[src/ufc_pkg.sv]
// Constants shared by the receive flow control block.
// Assumes one 10 MHz clock and control fields driven as plain ports by the host side.
package ufc_pkg;

  // Enhanced feature field positions
  localparam int EFR_ENH_EN      = 4;
  localparam int EFR_SPECIAL     = 5;
  localparam int EFR_AUTO_RTS    = 6;
  localparam int EFR_AUTO_CTS    = 7;

  // Extra feature field positions
  localparam int EXTRA_FEATURE_CTRL_MULTIDROP  = 0;
  localparam int EXTRA_FEATURE_CTRL_RS485      = 4;
  localparam int EXTRA_FEATURE_CTRL_RS485_INV  = 5;

  // Modem control and interrupt enable positions
  localparam int MCR_RTS         = 1;
  localparam int IER_LSR         = 2;
  localparam int IER_XOFF        = 5;
  localparam int IER_RTS         = 6;
  localparam int IER_CTS         = 7;

  // Error tag layout, presented as line status bits 4:2
  localparam int TAG_PARITY      = 0;
  localparam int TAG_FRAME       = 1;
  localparam int TAG_BREAK       = 2;
  localparam int TAG_W           = 3;
  localparam int CHAR_W          = 8;

  // Halt and resume nibbles are scaled by four entries
  localparam int LEVEL_SHIFT     = 2;
  localparam int LEVEL_W         = 8;

  // Flow character slots
  localparam logic [1:0] SEL_RESUME_ONE = 2'h0;
  localparam logic [1:0] SEL_RESUME_TWO = 2'h1;
  localparam logic [1:0] SEL_PAUSE_ONE  = 2'h2;
  localparam logic [1:0] SEL_PAUSE_TWO  = 2'h3;
  localparam logic [7:0] CHAR_POWERUP   = 8'h00;

  // Word length code 3 is eight bits; each step down drops one bit
  localparam logic [7:0] WL_FULL_MASK   = 8'hFF;
  localparam logic [1:0] WL_MAX_CODE    = 2'h3;

endpackage : ufc_pkg

[src/ufc_rx_flow.sv]
// Receive holding path, FIFO and line flow control of a UART receiver.
// Assumes a receiver that hands over whole characters with their error tags,
// and a transmitter that checks tx_halt only between characters.
// Functional notes
// - Receive FIFO: 64 entries, 11 bits wide
// - Holding read loads next character and tags
// - Auto request enabled by bit6, started by modem bit1
// - Request rising edge sets status bit5 interrupt
// - Request high at halt, low at resume
// - Keep storing characters while request high
// - Clear input high stops transmitter after character
// - Clear deassertion sets status bit5 interrupt
// - Match one or two pause characters, halt
// - Pause sets flag; resume clears it, resumes
// - Flow characters power up zero, survive reset
// - Consumed flow characters never enter FIFO
// - Send pause at halt, resume at resume
// - Special character stored and sets status bit4; with sw_fc_enable and sw_fc_double both set it is stored unflagged
// - Compare only word length bits
// - Direction output idles high, low while sending
// - Extra bit5 inverts direction polarity
// - Normal multidrop: address flagged, data gated
// - Auto address: match enables, stores parity
// - Non-matching address disables receiver, dropped
`timescale 1ns/10ps

// Synchronous FIFO with valid and ready on both sides
module ufc_fifo #(
  parameter int WIDTH = 11,
  parameter int DEPTH = 64,
  parameter int CNT_W = $clog2(DEPTH + 1)
) (
  input  wire logic             clk,
  input  wire logic             rst_b,
  input  wire logic             in_valid,
  output logic                  in_ready,
  input  wire logic [WIDTH-1:0] in_data,
  output logic                  out_valid,
  input  wire logic             out_ready,
  output logic      [WIDTH-1:0] out_data,
  output logic      [CNT_W-1:0] count
);
  localparam int PTR_W = $clog2(DEPTH);

  typedef struct packed {
    logic [DEPTH-1:0][WIDTH-1:0] mem;
    logic [PTR_W-1:0]            wr;
    logic [PTR_W-1:0]            rd;
    logic [CNT_W-1:0]            cnt;
  } ufc_fifo_t;

  ufc_fifo_t q, next_q;
  logic      push, pop;

  // Honest full and empty straight from the count
  assign in_ready  = (q.cnt != CNT_W'(DEPTH));
  assign out_valid = (q.cnt != '0);
  assign out_data  = q.mem[q.rd];
  assign count     = q.cnt;
  assign push      = in_valid && in_ready;
  assign pop       = out_valid && out_ready;

  // Pointer wrap is explicit so depth need not be a power of two
  always_comb begin
    next_q = q;
    if (push) begin
      next_q.mem[q.wr] = in_data;
      next_q.wr = (q.wr == PTR_W'(DEPTH - 1)) ? '0 : q.wr + 1'b1;
    end
    if (pop) begin
      next_q.rd = (q.rd == PTR_W'(DEPTH - 1)) ? '0 : q.rd + 1'b1;
    end
    next_q.cnt = q.cnt + CNT_W'(push) - CNT_W'(pop);
    if (!rst_b) begin
      next_q.wr  = '0;
      next_q.rd  = '0;
      next_q.cnt = '0;
    end
  end

  always_ff @(posedge clk) begin
    q <= next_q;
  end
endmodule : ufc_fifo

module ufc_rx_flow #(
  parameter int RX_DEPTH = 64
) (
  input  wire logic       clk,
  input  wire logic       rst_b,
  input  wire logic       rx_char_valid,
  output logic            rx_char_ready,
  input  wire logic [7:0] rx_char_data,
  input  wire logic       rx_parity_bit,
  input  wire logic       rx_parity_err,
  input  wire logic       rx_frame_err,
  input  wire logic       rx_break,
  input  wire logic       rhr_read,
  output logic      [7:0] rx_holding_reg,
  output logic      [2:0] line_status_tags,
  output logic            rx_data_ready,
  output logic      [7:0] rx_level,
  input  wire logic [7:0] enhanced_feature_reg,
  input  wire logic [7:0] extra_feature_ctrl,
  input  wire logic [7:0] modem_control_reg,
  input  wire logic [7:0] interrupt_enable_reg,
  input  wire logic [7:0] halt_resume_level_reg,
  input  wire logic [7:0] line_control_reg,
  input  wire logic       sw_fc_enable,
  input  wire logic       sw_fc_double,
  input  wire logic       char_wr,
  input  wire logic [1:0] char_sel,
  input  wire logic [7:0] char_wr_data,
  input  wire logic       rx_enable,
  output logic            rx_auto_enabled,
  input  wire logic       cts_n,
  output logic            rts_n,
  input  wire logic       tx_pending,
  output logic            tx_halt,
  output logic            flow_tx_valid,
  output logic      [7:0] flow_tx_data,
  input  wire logic       flow_tx_ready,
  output logic            isr_flow_event,
  input  wire logic       flow_event_clr,
  output logic            isr_char_event,
  input  wire logic       char_event_clr,
  output logic            lsr_event,
  input  wire logic       lsr_event_clr,
  output logic            int_req
);
  localparam int ENTRY_W = ufc_pkg::CHAR_W + ufc_pkg::TAG_W;
  localparam int CNT_W   = $clog2(RX_DEPTH + 1);
  localparam int LEVEL_W_L = ufc_pkg::LEVEL_W;

  typedef struct packed {
    logic [3:0][7:0]        chars;      // Resume one, two, pause one, two
    logic                   stg_v;      // Character waiting for filtering
    logic [7:0]             stg_d;
    logic                   stg_p;
    logic [2:0]             stg_t;
    logic                   pend_v;     // First half of a two-character match
    logic                   pend_off;
    logic [7:0]             pend_d;
    logic [2:0]             pend_t;
    logic                   hold_v;
    logic [7:0]             hold_d;
    logic [2:0]             hold_t;
    logic                   cts_m, cts_s, cts_d;
    logic                   rts_off, rts_d;
    logic                   sw_halt, auto_en, dir_on;
    logic                   off_sent;   // Pause characters have gone out
    logic                   inj_v, inj_off, inj_idx;
    logic                   f_flow, f_char, f_lsr;
  } ufc_state_t;

  ufc_state_t             q = '{chars: {4{ufc_pkg::CHAR_POWERUP}}, default: '0};
  ufc_state_t             next_q;
  logic                   f_in_v, f_in_r, f_out_v, f_out_r;
  logic [ENTRY_W-1:0]     f_in_d, f_out_d;
  logic [CNT_W-1:0]       f_cnt;
  logic [7:0]             wl_mask;
  logic [LEVEL_W_L-1:0]   level, halt_lvl, resume_lvl;
  logic                   auto_rts, auto_mode, norm_md, special;
  logic                   m_p1, m_p2, m_r1, m_r2;

  // Receive FIFO of tagged characters
  ufc_fifo #(
    .WIDTH    (ENTRY_W),
    .DEPTH    (RX_DEPTH),
    .CNT_W    (CNT_W)
  ) u_fifo (
    .clk      (clk),
    .rst_b    (rst_b),
    .in_valid (f_in_v),
    .in_ready (f_in_r),
    .in_data  (f_in_d),
    .out_valid(f_out_v),
    .out_ready(f_out_r),
    .out_data (f_out_d),
    .count    (f_cnt)
  );

  // Mode decode and word-length masked comparisons
  assign wl_mask    = ufc_pkg::WL_FULL_MASK >> (ufc_pkg::WL_MAX_CODE - line_control_reg[1:0]);
  assign m_r1       = ((q.stg_d ^ q.chars[ufc_pkg::SEL_RESUME_ONE]) & wl_mask) == '0;
  assign m_r2       = ((q.stg_d ^ q.chars[ufc_pkg::SEL_RESUME_TWO]) & wl_mask) == '0;
  assign m_p1       = ((q.stg_d ^ q.chars[ufc_pkg::SEL_PAUSE_ONE]) & wl_mask) == '0;
  assign m_p2       = ((q.stg_d ^ q.chars[ufc_pkg::SEL_PAUSE_TWO]) & wl_mask) == '0;
  assign norm_md    = extra_feature_ctrl[ufc_pkg::EXTRA_FEATURE_CTRL_MULTIDROP] && !enhanced_feature_reg[ufc_pkg::EFR_SPECIAL];
  assign auto_mode  = extra_feature_ctrl[ufc_pkg::EXTRA_FEATURE_CTRL_MULTIDROP] && enhanced_feature_reg[ufc_pkg::EFR_SPECIAL];
  assign special    = enhanced_feature_reg[ufc_pkg::EFR_SPECIAL] && !extra_feature_ctrl[ufc_pkg::EXTRA_FEATURE_CTRL_MULTIDROP];
  assign auto_rts   = enhanced_feature_reg[ufc_pkg::EFR_AUTO_RTS];

  // Level counts the holding register too; nibbles are scaled by four
  assign level      = LEVEL_W_L'(f_cnt) + LEVEL_W_L'(q.hold_v);
  assign halt_lvl   = LEVEL_W_L'(halt_resume_level_reg[3:0]) << ufc_pkg::LEVEL_SHIFT;
  assign resume_lvl = LEVEL_W_L'(halt_resume_level_reg[7:4]) << ufc_pkg::LEVEL_SHIFT;

  // Receiver stalls only while the one-entry stage is occupied
  assign rx_char_ready = !q.stg_v;
  // Holding register refills when empty or when the host takes it
  assign f_out_r       = !q.hold_v || rhr_read;

  // Outputs straight from state, except int_req, whose line status and character terms are also gated by interrupt_enable_reg
  assign rx_holding_reg   = q.hold_d;
  assign line_status_tags = q.hold_t;
  assign rx_data_ready    = q.hold_v;
  assign rx_level         = level;
  assign rx_auto_enabled  = q.auto_en;
  assign flow_tx_valid    = q.inj_v;
  assign flow_tx_data     = q.chars[{q.inj_off, q.inj_idx}];
  assign isr_flow_event   = q.f_flow;
  assign isr_char_event   = q.f_char;
  assign lsr_event        = q.f_lsr;
  assign int_req          = (q.f_lsr && interrupt_enable_reg[ufc_pkg::IER_LSR])
                          || q.f_flow || (q.f_char && interrupt_enable_reg[ufc_pkg::IER_XOFF]);

  // Transmitter gate: clear-to-send, pause match, direction not yet turned
  assign tx_halt = (enhanced_feature_reg[ufc_pkg::EFR_AUTO_CTS] && q.cts_s)
                 || q.sw_halt
                 || (extra_feature_ctrl[ufc_pkg::EXTRA_FEATURE_CTRL_RS485] && !q.dir_on);

  // Request pin: direction control, auto flow control, or plain software level
  always_comb begin
    if (extra_feature_ctrl[ufc_pkg::EXTRA_FEATURE_CTRL_RS485]) begin
      rts_n = !q.dir_on ^ extra_feature_ctrl[ufc_pkg::EXTRA_FEATURE_CTRL_RS485_INV];
    end else if (auto_rts && modem_control_reg[ufc_pkg::MCR_RTS]) begin
      rts_n = q.rts_off;
    end else begin
      rts_n = !modem_control_reg[ufc_pkg::MCR_RTS];
    end
  end

  // All sequential behaviour of the block
  always_comb begin
    logic                   push_stg, push_pend, drop, xoff, xon;
    logic [2:0]             tags;
    logic                   lsr_hit, char_hit, flow_hit;
    push_stg  = 1'b0;
    push_pend = 1'b0;
    drop      = 1'b0;
    xoff      = 1'b0;
    xon       = 1'b0;
    lsr_hit   = 1'b0;
    char_hit  = 1'b0;
    flow_hit  = 1'b0;
    tags      = q.stg_t;
    next_q    = q;
    // Flow character storage, written by the host, never reset
    if (char_wr) begin
      next_q.chars[char_sel] = char_wr_data;
    end
    // Clear-to-send pin passes two flops before use
    next_q.cts_m = cts_n;
    next_q.cts_s = q.cts_m;
    next_q.cts_d = q.cts_s;
    // Accept a character into the stage
    if (rx_char_valid && !q.stg_v) begin
      next_q.stg_v = 1'b1;
      next_q.stg_d = rx_char_data;
      next_q.stg_p = rx_parity_bit;
      next_q.stg_t = {rx_break, rx_frame_err, rx_parity_err};
    end
    // Filter the staged character once the FIFO has room
    if (q.stg_v && f_in_r) begin
      if (auto_mode) begin
        if (q.stg_p) begin
          if (m_p2) begin
            next_q.auto_en = 1'b1;
            tags[ufc_pkg::TAG_PARITY] = q.stg_p;
            push_stg = 1'b1;
            lsr_hit  = 1'b1;
          end else begin
            next_q.auto_en = 1'b0;
            drop = 1'b1;
          end
        end else begin
          push_stg = q.auto_en;
          drop     = !q.auto_en;
        end
      end else if (norm_md) begin
        if (q.stg_p) begin
          tags[ufc_pkg::TAG_PARITY] = 1'b1;
          push_stg = 1'b1;
          lsr_hit  = 1'b1;
        end else begin
          push_stg = rx_enable;
          drop     = !rx_enable;
        end
      end else if (sw_fc_enable && sw_fc_double) begin
        if (q.pend_v) begin
          if (q.pend_off ? m_p2 : m_r2) begin
            xoff = q.pend_off;
            xon  = !q.pend_off;
            drop = 1'b1;
          end else begin
            push_pend = 1'b1;            // Stage stays and is looked at again
          end
          next_q.pend_v = 1'b0;
        end else if (m_p1 || m_r1) begin
          next_q.pend_v   = 1'b1;
          next_q.pend_off = m_p1;
          next_q.pend_d   = q.stg_d;
          next_q.pend_t   = q.stg_t;
          drop = 1'b1;
        end else begin
          push_stg = 1'b1;
        end
      end else if (sw_fc_enable && (m_p1 || m_r1)) begin
        xoff = m_p1;
        xon  = !m_p1;
        drop = 1'b1;
      end else begin
        push_stg = 1'b1;
        char_hit = special && m_p2;
      end
      if (push_stg || drop) begin
        next_q.stg_v = 1'b0;
      end
    end
    // Pause and resume matches steer the transmitter
    if (xoff) begin
      next_q.sw_halt = 1'b1;
      char_hit = interrupt_enable_reg[ufc_pkg::IER_XOFF];
    end
    if (xon) begin
      next_q.sw_halt = 1'b0;
    end
    // Automatic request flow control; FIFO keeps filling while off
    if (!(auto_rts && modem_control_reg[ufc_pkg::MCR_RTS])) begin
      next_q.rts_off = 1'b0;
    end else if (level >= halt_lvl) begin
      next_q.rts_off = 1'b1;
    end else if (level <= resume_lvl) begin
      next_q.rts_off = 1'b0;
    end
    next_q.rts_d = rts_n;
    // Event flags for the request and clear-to-send edges
    if (enhanced_feature_reg[ufc_pkg::EFR_ENH_EN]) begin
      if (interrupt_enable_reg[ufc_pkg::IER_RTS] && rts_n && !q.rts_d) begin
        flow_hit = 1'b1;
      end
      if (interrupt_enable_reg[ufc_pkg::IER_CTS] && q.cts_s && !q.cts_d) begin
        flow_hit = 1'b1;
      end
    end
    // Send pause characters at halt, resume characters at resume
    if (q.inj_v && flow_tx_ready) begin
      if (sw_fc_double && !q.inj_idx) begin
        next_q.inj_idx = 1'b1;
      end else begin
        next_q.inj_v = 1'b0;
      end
    end else if (!q.inj_v && sw_fc_enable) begin
      if (!q.off_sent && level >= halt_lvl) begin
        next_q.off_sent = 1'b1;
        next_q.inj_v    = 1'b1;
        next_q.inj_off  = 1'b1;
        next_q.inj_idx  = 1'b0;
      end else if (q.off_sent && level <= resume_lvl) begin
        next_q.off_sent = 1'b0;
        next_q.inj_v    = 1'b1;
        next_q.inj_off  = 1'b0;
        next_q.inj_idx  = 1'b0;
      end
    end
    // Direction turns on as soon as data is loaded, off after last stop bit
    next_q.dir_on = extra_feature_ctrl[ufc_pkg::EXTRA_FEATURE_CTRL_RS485] && tx_pending;
    // Holding register reload; tags follow the character at once
    if (f_out_v && f_out_r) begin
      next_q.hold_v = 1'b1;
      next_q.hold_d = f_out_d[ENTRY_W-1 -: ufc_pkg::CHAR_W];
      next_q.hold_t = f_out_d[ufc_pkg::TAG_W-1:0];
    end else if (rhr_read) begin
      next_q.hold_v = 1'b0;
    end
    // Sticky flags: a set in the clearing cycle wins
    next_q.f_flow = flow_hit || (q.f_flow && !flow_event_clr);
    next_q.f_lsr  = lsr_hit || (q.f_lsr && !lsr_event_clr);
    next_q.f_char = char_hit || (q.f_char && !char_event_clr && !xon);
    f_in_v = push_stg || push_pend;
    f_in_d = push_pend ? {q.pend_d, q.pend_t} : {q.stg_d, tags};
    // Reset clears everything but the flow characters, and sets rts_d
    if (!rst_b) begin
      next_q       = '0;
      next_q.chars = q.chars;
      next_q.rts_d = 1'b1;             // Request pin idles high, so no false edge
    end
  end

  always_ff @(posedge clk) begin
    q <= next_q;
  end
endmodule : ufc_rx_flow

[config.mk]
export PLATFORM = sky130hd
export DESIGN_NAME = ufc_rx_flow
export DESIGN_NICKNAME = d
export VERILOG_FILES = /design/src/ufc_pkg.sv /design/src/ufc_rx_flow.sv
export SDC_FILE = /design/constraint.sdc
export NUM_CORES = 1
export LEC_CHECK = 0
export BUFFER_PORTS_ARGS = -buffer_cell sky130_fd_sc_hd__clkbuf_2
export CAP_MARGIN = 30
export CORE_MARGIN = 8
export CORE_UTILIZATION = 40
export CTS_CLUSTER_SIZE = 25
export DETAILED_ROUTE_END_ITERATION = 8
export HOLD_SLACK_MARGIN = 0.06
export PLACE_DENSITY = 0.53
export SKIP_LAST_GASP = 1
export SLEW_MARGIN = 20
export SYNTH_ARGS = -nofsm -noshare
export SYNTH_HDL_FRONTEND = slang
export SYNTH_HIERARCHICAL = 1
export SYNTH_SLANG_ARGS = --single-unit
[constraint.sdc]
create_clock -name clk -period 8.61 [get_ports clk]
set_input_delay 2.583 -clock clk [delete_from_list [all_inputs] [get_ports clk]]
set_output_delay 2.583 -clock clk [all_outputs]
set_load 0.1 [all_outputs]
# Word level (Yosys, flattened, before mapping)
# Index checks and enable logic that the tools add are counted.
[op_classes]
n_addsub = 6
order_cmp = 8
eq_ne = 5
shift = 1
mux = 94
bitwise_logic = 14
reduce_logical = 80
[ops]
columns = ["cell", "n"]
rows = [
  ["704-bit bitwise mux", 1],
  ["1-bit 2-to-1 mux", 76],
  ["11-bit binary-select mux with 6-bit select", 1],
  ["11-bit demux with 6-bit select", 1],
  ["11-bit 2-to-1 mux", 3],
  ["8-bit bitwise AND", 4],
  ["32-bit bitwise mux", 1],
  ["8-bit logical NOT", 4],
  ["8-bit XOR", 4],
  ["1-bit logical AND", 31],
  ["13-bit 2-to-1 mux", 2],
  ["1-bit logical NOT", 19],
  ["8-bit binary-select mux with 2-bit select", 1],
  ["8-bit demux with 2-bit select", 1],
  ["8-bit 2-to-1 mux", 2],
  ["6-bit by 7-bit < comparator with 1-bit output, second input constant", 2],
  ["6-bit by 1-bit adder with 6-bit output, second input constant", 2],
  ["6-bit equality test, second input constant", 2],
  ["6-bit 2-to-1 mux", 2],
  ["1-bit logical OR", 11],
  ["3-bit AND reduction", 3],
  ["7-bit by 1-bit adder with 8-bit output", 1],
  ["8-bit by 6-bit greater-or-equal comparator with 1-bit output", 1],
  ["8-bit by 6-bit less-or-equal comparator with 1-bit output", 1],
  ["21 further kinds", 32],
]
[totals]
register_bits = 808
in_bits = 84
wordCells = 305

# Depth between registers and ports, before layout
[logic_depth]
depth_word = 16
ltp_mapped = 20
ltp_nobuf = 19

# Modules after synthesis
# Netlist, hierarchy kept.
[modules_own_cells]
columns = ["mod", "instances", "cells_each", "area_each_um2", "seq_area_each_um2"]
rows = [
  ["ufc_fifo", 1, 1394, 28387.2, 21520.6],
  ["ufc_rx_flow", 1, 431, 4335.4, 2001.9],
]

# Worst setup path after synthesis
# Ideal clock, no wire load.
[synth_path]
kind = "in2out"
startpoint = "in extra_feature_ctrl[5]"
endpoint = "out rts_n"
arrival_ns = 3.496
path_slack_ns = 2.531
stages = 4
path_buffers = 0
path_cell_list = "xor2_1 > nand2_1 > o21ai_0 > inv_1"
[synth_via]
elab_chain_len = 2
[synth_lines]
columns = ["item", "line_no", "source"]
rows = [
  ["from (decl)", "ufc_rx_flow.sv:104", "input wire logic [7:0] extra_feature_ctrl,"],
  ["1-bit XOR", "ufc_rx_flow.sv:226", "rts_n = !q.dir_on ^ extra_feature_ctrl[ufc_pkg::EXTRA_FEATURE_CTRL_RS485_INV];"],
  ["1-bit 2-to-1 mux", "ufc_rx_flow.sv:225", "if (extra_feature_ctrl[ufc_pkg::EXTRA_FEATURE_CTRL_RS485]) begin"],
  ["to (decl)", "ufc_rx_flow.sv:117", "output logic rts_n,"],
]
# Every way passes these cells.

# Worst setup path in the final report
[layout_path]
startpoint = "in line_control_reg[1]"
endpoint = "reg u_fifo/q[513] in the netlist's numbering, enable pin"
[layout_via]
elab_chain_len = 14
elab_cells_between_ends = 31
classes_between = "add/sub (1); shift (1); mux (17); bitwise (4); reduce/logical (8)"
[layout_lines]
columns = ["item", "line_no", "source"]
rows = [
  ["from (decl)", "ufc_rx_flow.sv:108", "input wire logic [7:0] line_control_reg,"],
  ["2-bit subtractor (*)", "ufc_rx_flow.sv:184", "assign wl_mask = ufc_pkg::WL_FULL_MASK >> (ufc_pkg::WL_MAX_CODE - line_control_reg[1:0]);"],
  ["8-bit by 2-bit right shift with 8-bit output (*)", "ufc_rx_flow.sv:184", ""],
  ["8-bit bitwise AND, on equally long branches", "ufc_rx_flow.sv:187, ufc_rx_flow.sv:185", ""],
  ["8-bit logical NOT, on equally long branches", "ufc_rx_flow.sv:187, ufc_rx_flow.sv:185", ""],
  ["1-bit logical OR", "ufc_rx_flow.sv:300, ufc_rx_flow.sv:309", ""],
  ["1-bit 2-to-1 mux / 1-bit logical AND (equally long branches)", "ufc_rx_flow.sv:300, ufc_rx_flow.sv:309", ""],
  ["1-bit 2-to-1 mux, on equally long branches", "ufc_rx_flow.sv:291, ufc_rx_flow.sv:309", ""],
  ["1-bit 2-to-1 mux", "ufc_rx_flow.sv:290", "end else if (sw_fc_enable && sw_fc_double) begin"],
  ["1-bit 2-to-1 mux", "ufc_rx_flow.sv:281", "end else if (norm_md) begin"],
  ["1-bit 2-to-1 mux", "ufc_rx_flow.sv:266", "if (auto_mode) begin"],
  ["1-bit 2-to-1 mux (2 in a row)", "ufc_rx_flow.sv:265", "if (q.stg_v && f_in_r) begin"],
  ["1-bit logical OR (*)", "ufc_rx_flow.sv:381", "f_in_v = push_stg || push_pend;"],
  ["named net f_in_v", "ufc_rx_flow.sv:158", "logic f_in_v, f_in_r, f_out_v, f_out_r;"],
  ["1-bit logical AND (*)", "ufc_rx_flow.sv:60", "assign push = in_valid && in_ready;"],
  ["to (signal assigned)", "ufc_rx_flow.sv:82", "q <= next_q;"],
  ["to (decl)", "ufc_rx_flow.sv:52", "ufc_fifo_t q, next_q;"],
]
# The timed path passes the listed nets; every way through them passes the cells marked *. The select of a mux whose other input is x is not followed.
# A chain may end at the register's enable or synchronous reset.

==> run summary <==
Ant diodes: 0
Non-Filler Instances: 3120
Combinational share of power: 22.8%
CP Capture Type: register
Vias per inst: 5.47
DIE WIDTH: 302 µm
Worst vdd rail ir drop: 0.000226 V
Root Driver: clkbuf_16
CTS clk-pin slew, worst paths: 0.06 ns
Clock Latency Late Sink: 0.63 ns
RSZ-0062 raised after global routing: no
Most used DFF post-synth: edfxtp_1
Post-DP HPWL: 48800 µm
I/O pins: 121
Sequential cell area: 23500 µm²
Syn Nets: 1931
Clk_skew: 0.0253 ns
Setup TNS after final layout: 0 ns
Slew HR: 35.7%
Status: finished, final reports clean
Wire length per cell: 25.5 µm
Pwr Density: 277 nW/µm²
Crit-path cells: clkbuf_2 -> and2_2 -> a22oi_1 -> and3_1 -> a2111o_1 -> o31ai_1 -> a21boi_1 -> nor2b_1 -> nand2_1 -> nor2_1 -> buf_4
Min-Delay Path Class: register to register
Area growth from synthesis to layout: 13.6%
Final setup vio count: 0
Final hold vios: 0
Die Footprint: 91200 µm²
CTS HTree Levels: 3
Core area: 81600 µm²
Final WL: 79700 µm
Post-CTS Setup Repair Bufs: 0
Mean Syn Cell Area: 17.9 µm²
Largest net degree at the start of global routing: 108
Number of global-route vias before repair: 17400
Final max-slew violation count: 0
Final ANT Viol Nets: 0
Critical path class: input pin to register
Sequential power share: 43.7%
Yosys cell types: 73
CP Max Fanout: 14
Worst path slowest cell: nor2_1
Lkg Pwr: 12.0 nW
Ratio of cells with drive above 1 in the final layout: 24.2%
F_max: 152 MHz
Slowest cell delay on critical path: 0.81 ns
Num Clock Sinks: 807
Nets: 2090
Post_cts resized: 0
Sequential area share after synthesis: 71.9%
Final core occ: 45.6%
Crit path launch type: input pin
Pwr Total: 10.3 mW
Final worst path period need: 6.58 ns
DRC viols: 0
CTS hold repair buffers: 0
Warnings, synthesis: 6
Synth async-reset ratio: 0%
Row cnt: 105
TritonCTS clock tree: yes
Via count: 17100
Total Routing Usage GR: 17.4%
Cells after Synth: 1825
Multi-input logic area: 8360 µm²
IO Port Bufs: 94
GPL Wtd Cong: 0.826
Global route overflow: 0
Largest register FFs: 716
Starting Density: 40.1%
Die height: 302 µm
Synth Register Bits: 807
Final hold slack: 0.440 ns
Fin crit share: 76.4%
1st-pass router iterations: 5
Internal power: 7.26 mW
Critical Path AT: 6.91 ns
Sw Ratio: 29.5%
CTS Buf Count: 86
First-pass GRT wire length: 117000 µm
CTS Buffer Depth: 3
Max-Cap Viols: 0
Worst-Margin Slew: 0.960 ns
Cell Count Post-Placement: 2955
Number of DRC markers in iteration 0: 1541
Synthesized area: 32700 µm²
Initial antenna violation count: 1
Critical path data required time: 8.94 ns
Number of synthesized flops with an enable pin: 736
Clock share of power: 33.5%
Sw power: 3.03 mW
# fillers: 6976
final cells by class:
| class | count | share of cell area, % |
|---|---|---|
| Sequential cell | 807 | 63.3 |
| Inverter | 28 | 0.283 |
| Clock inverter | 42 | 0.747 |
| Tap cell | 1070 | 3.60 |
| Clock buffer | 112 | 6.31 |
| Multi-Input combinational cell | 872 | 22.5 |
| Timing Repair Buffer | 189 | 3.24 |
cells in the final DEF, fill, tap and decap left out, types with 24 or more instances in the layout:
cell,count
mux2i_1,75
mux2_2,29
nand3_1,43
xor2_1,42
a21boi_0,27
o21ai_0,30
a21oi_1,25
clkbuf_2,94
edfxtp_1,736
clkinv_1,24
buf_4,91
clkbuf_16,90
nand2_1,83
mux4_2,148
dfxtp_1,67
inv_1,27
nor2_1,116
o22ai_1,26
metal layers:
layer  vias up  routed length, µm  GRT usage [%]
met1      8822              35100           24.4
li1       7586                  -              -
met2       544              37500           27.8
met3       107               5250           3.20
met4         0               1760           4.98
met5         -                  0              0
cells by family after synthesis:
family,count (synthesis),synth area share (%)
xor gates and xnor gates,50,1.34
buffers and inverters,146,2.61
AOI/OAI and AO/OA,221,4.83
and+or+nand+nor,321,4.52
DFF,807,71.9
adders and majority gates,22,0.864
muxes,258,14.0
per-stage QoR:
step | area (µm²) | worst slack (ns)
floorplan | 32700 | 2.53
global placement | 34400 | 1.43
detailed placement | 34500 | 1.33
CTS | 37100 | 1.98
global route | 37200 | 1.84
finish | 37200 | 2.03
synthesized netlist by cell type (all sizes together) (10+ instances only):
| cell | n | area share, % |
|---|---|---|
| dfxtp | 71 | 4.3 |
| mux2 | 29 | 1.0 |
| mux2i | 75 | 2.3 |
| mux4 | 154 | 11 |
| a211o | 11 | 0.29 |
| nand2 | 83 | 0.95 |
| o22ai | 26 | 0.50 |
| nor2 | 117 | 1.3 |
| a22oi | 15 | 0.34 |
| ha | 21 | 0.80 |
| nor3 | 11 | 0.17 |
| a211oi | 12 | 0.29 |
| buf | 82 | 1.8 |
| edfxtp | 736 | 68 |
| xor2 | 42 | 1.1 |
| a21boi | 29 | 0.67 |
| nand3 | 44 | 0.69 |
| a21oi | 26 | 0.40 |
| clkbuf | 36 | 0.50 |
| inv | 27 | 0.31 |
| o21ai | 30 | 0.46 |
| nor2b | 13 | 0.25 |
| and2 | 10 | 0.20 |
power by group through the flow:
stage / combinational, mW / clock, mW / sequential (mW)
floorplan: 1.94 / 0 / 4.48
global placement: 2.35 / 0 / 4.58
detailed placement: 2.37 / 0 / 4.58
CTS: 2.37 / 3.54 / 4.50
global route: 2.50 / 3.69 / 4.51
finish: 2.34 / 3.45 / 4.50
final timing paths:
check / startpoint / to / slack, ns / cells past startpoint
min: q[14] / q[13] / 0.44 / 1
max: line_control_reg[1] / u_fifo/q[513] / 2.03 / 11
max reg2reg: u_fifo/count[2] / u_fifo/q[513] / 3.25 / 13
min reg2reg: q[14] / q[13] / 0.44 / 1
worst max-delay path, delay by kind of cell:
family | cells | cell delay [ns]
and+or+nand+nor | 5 | 2.14
buffers and inverters | 2 | 0.41
AOI/OAI and AO/OA | 4 | 1.76
Note: power is estimated with default switching activity, not from simulation.
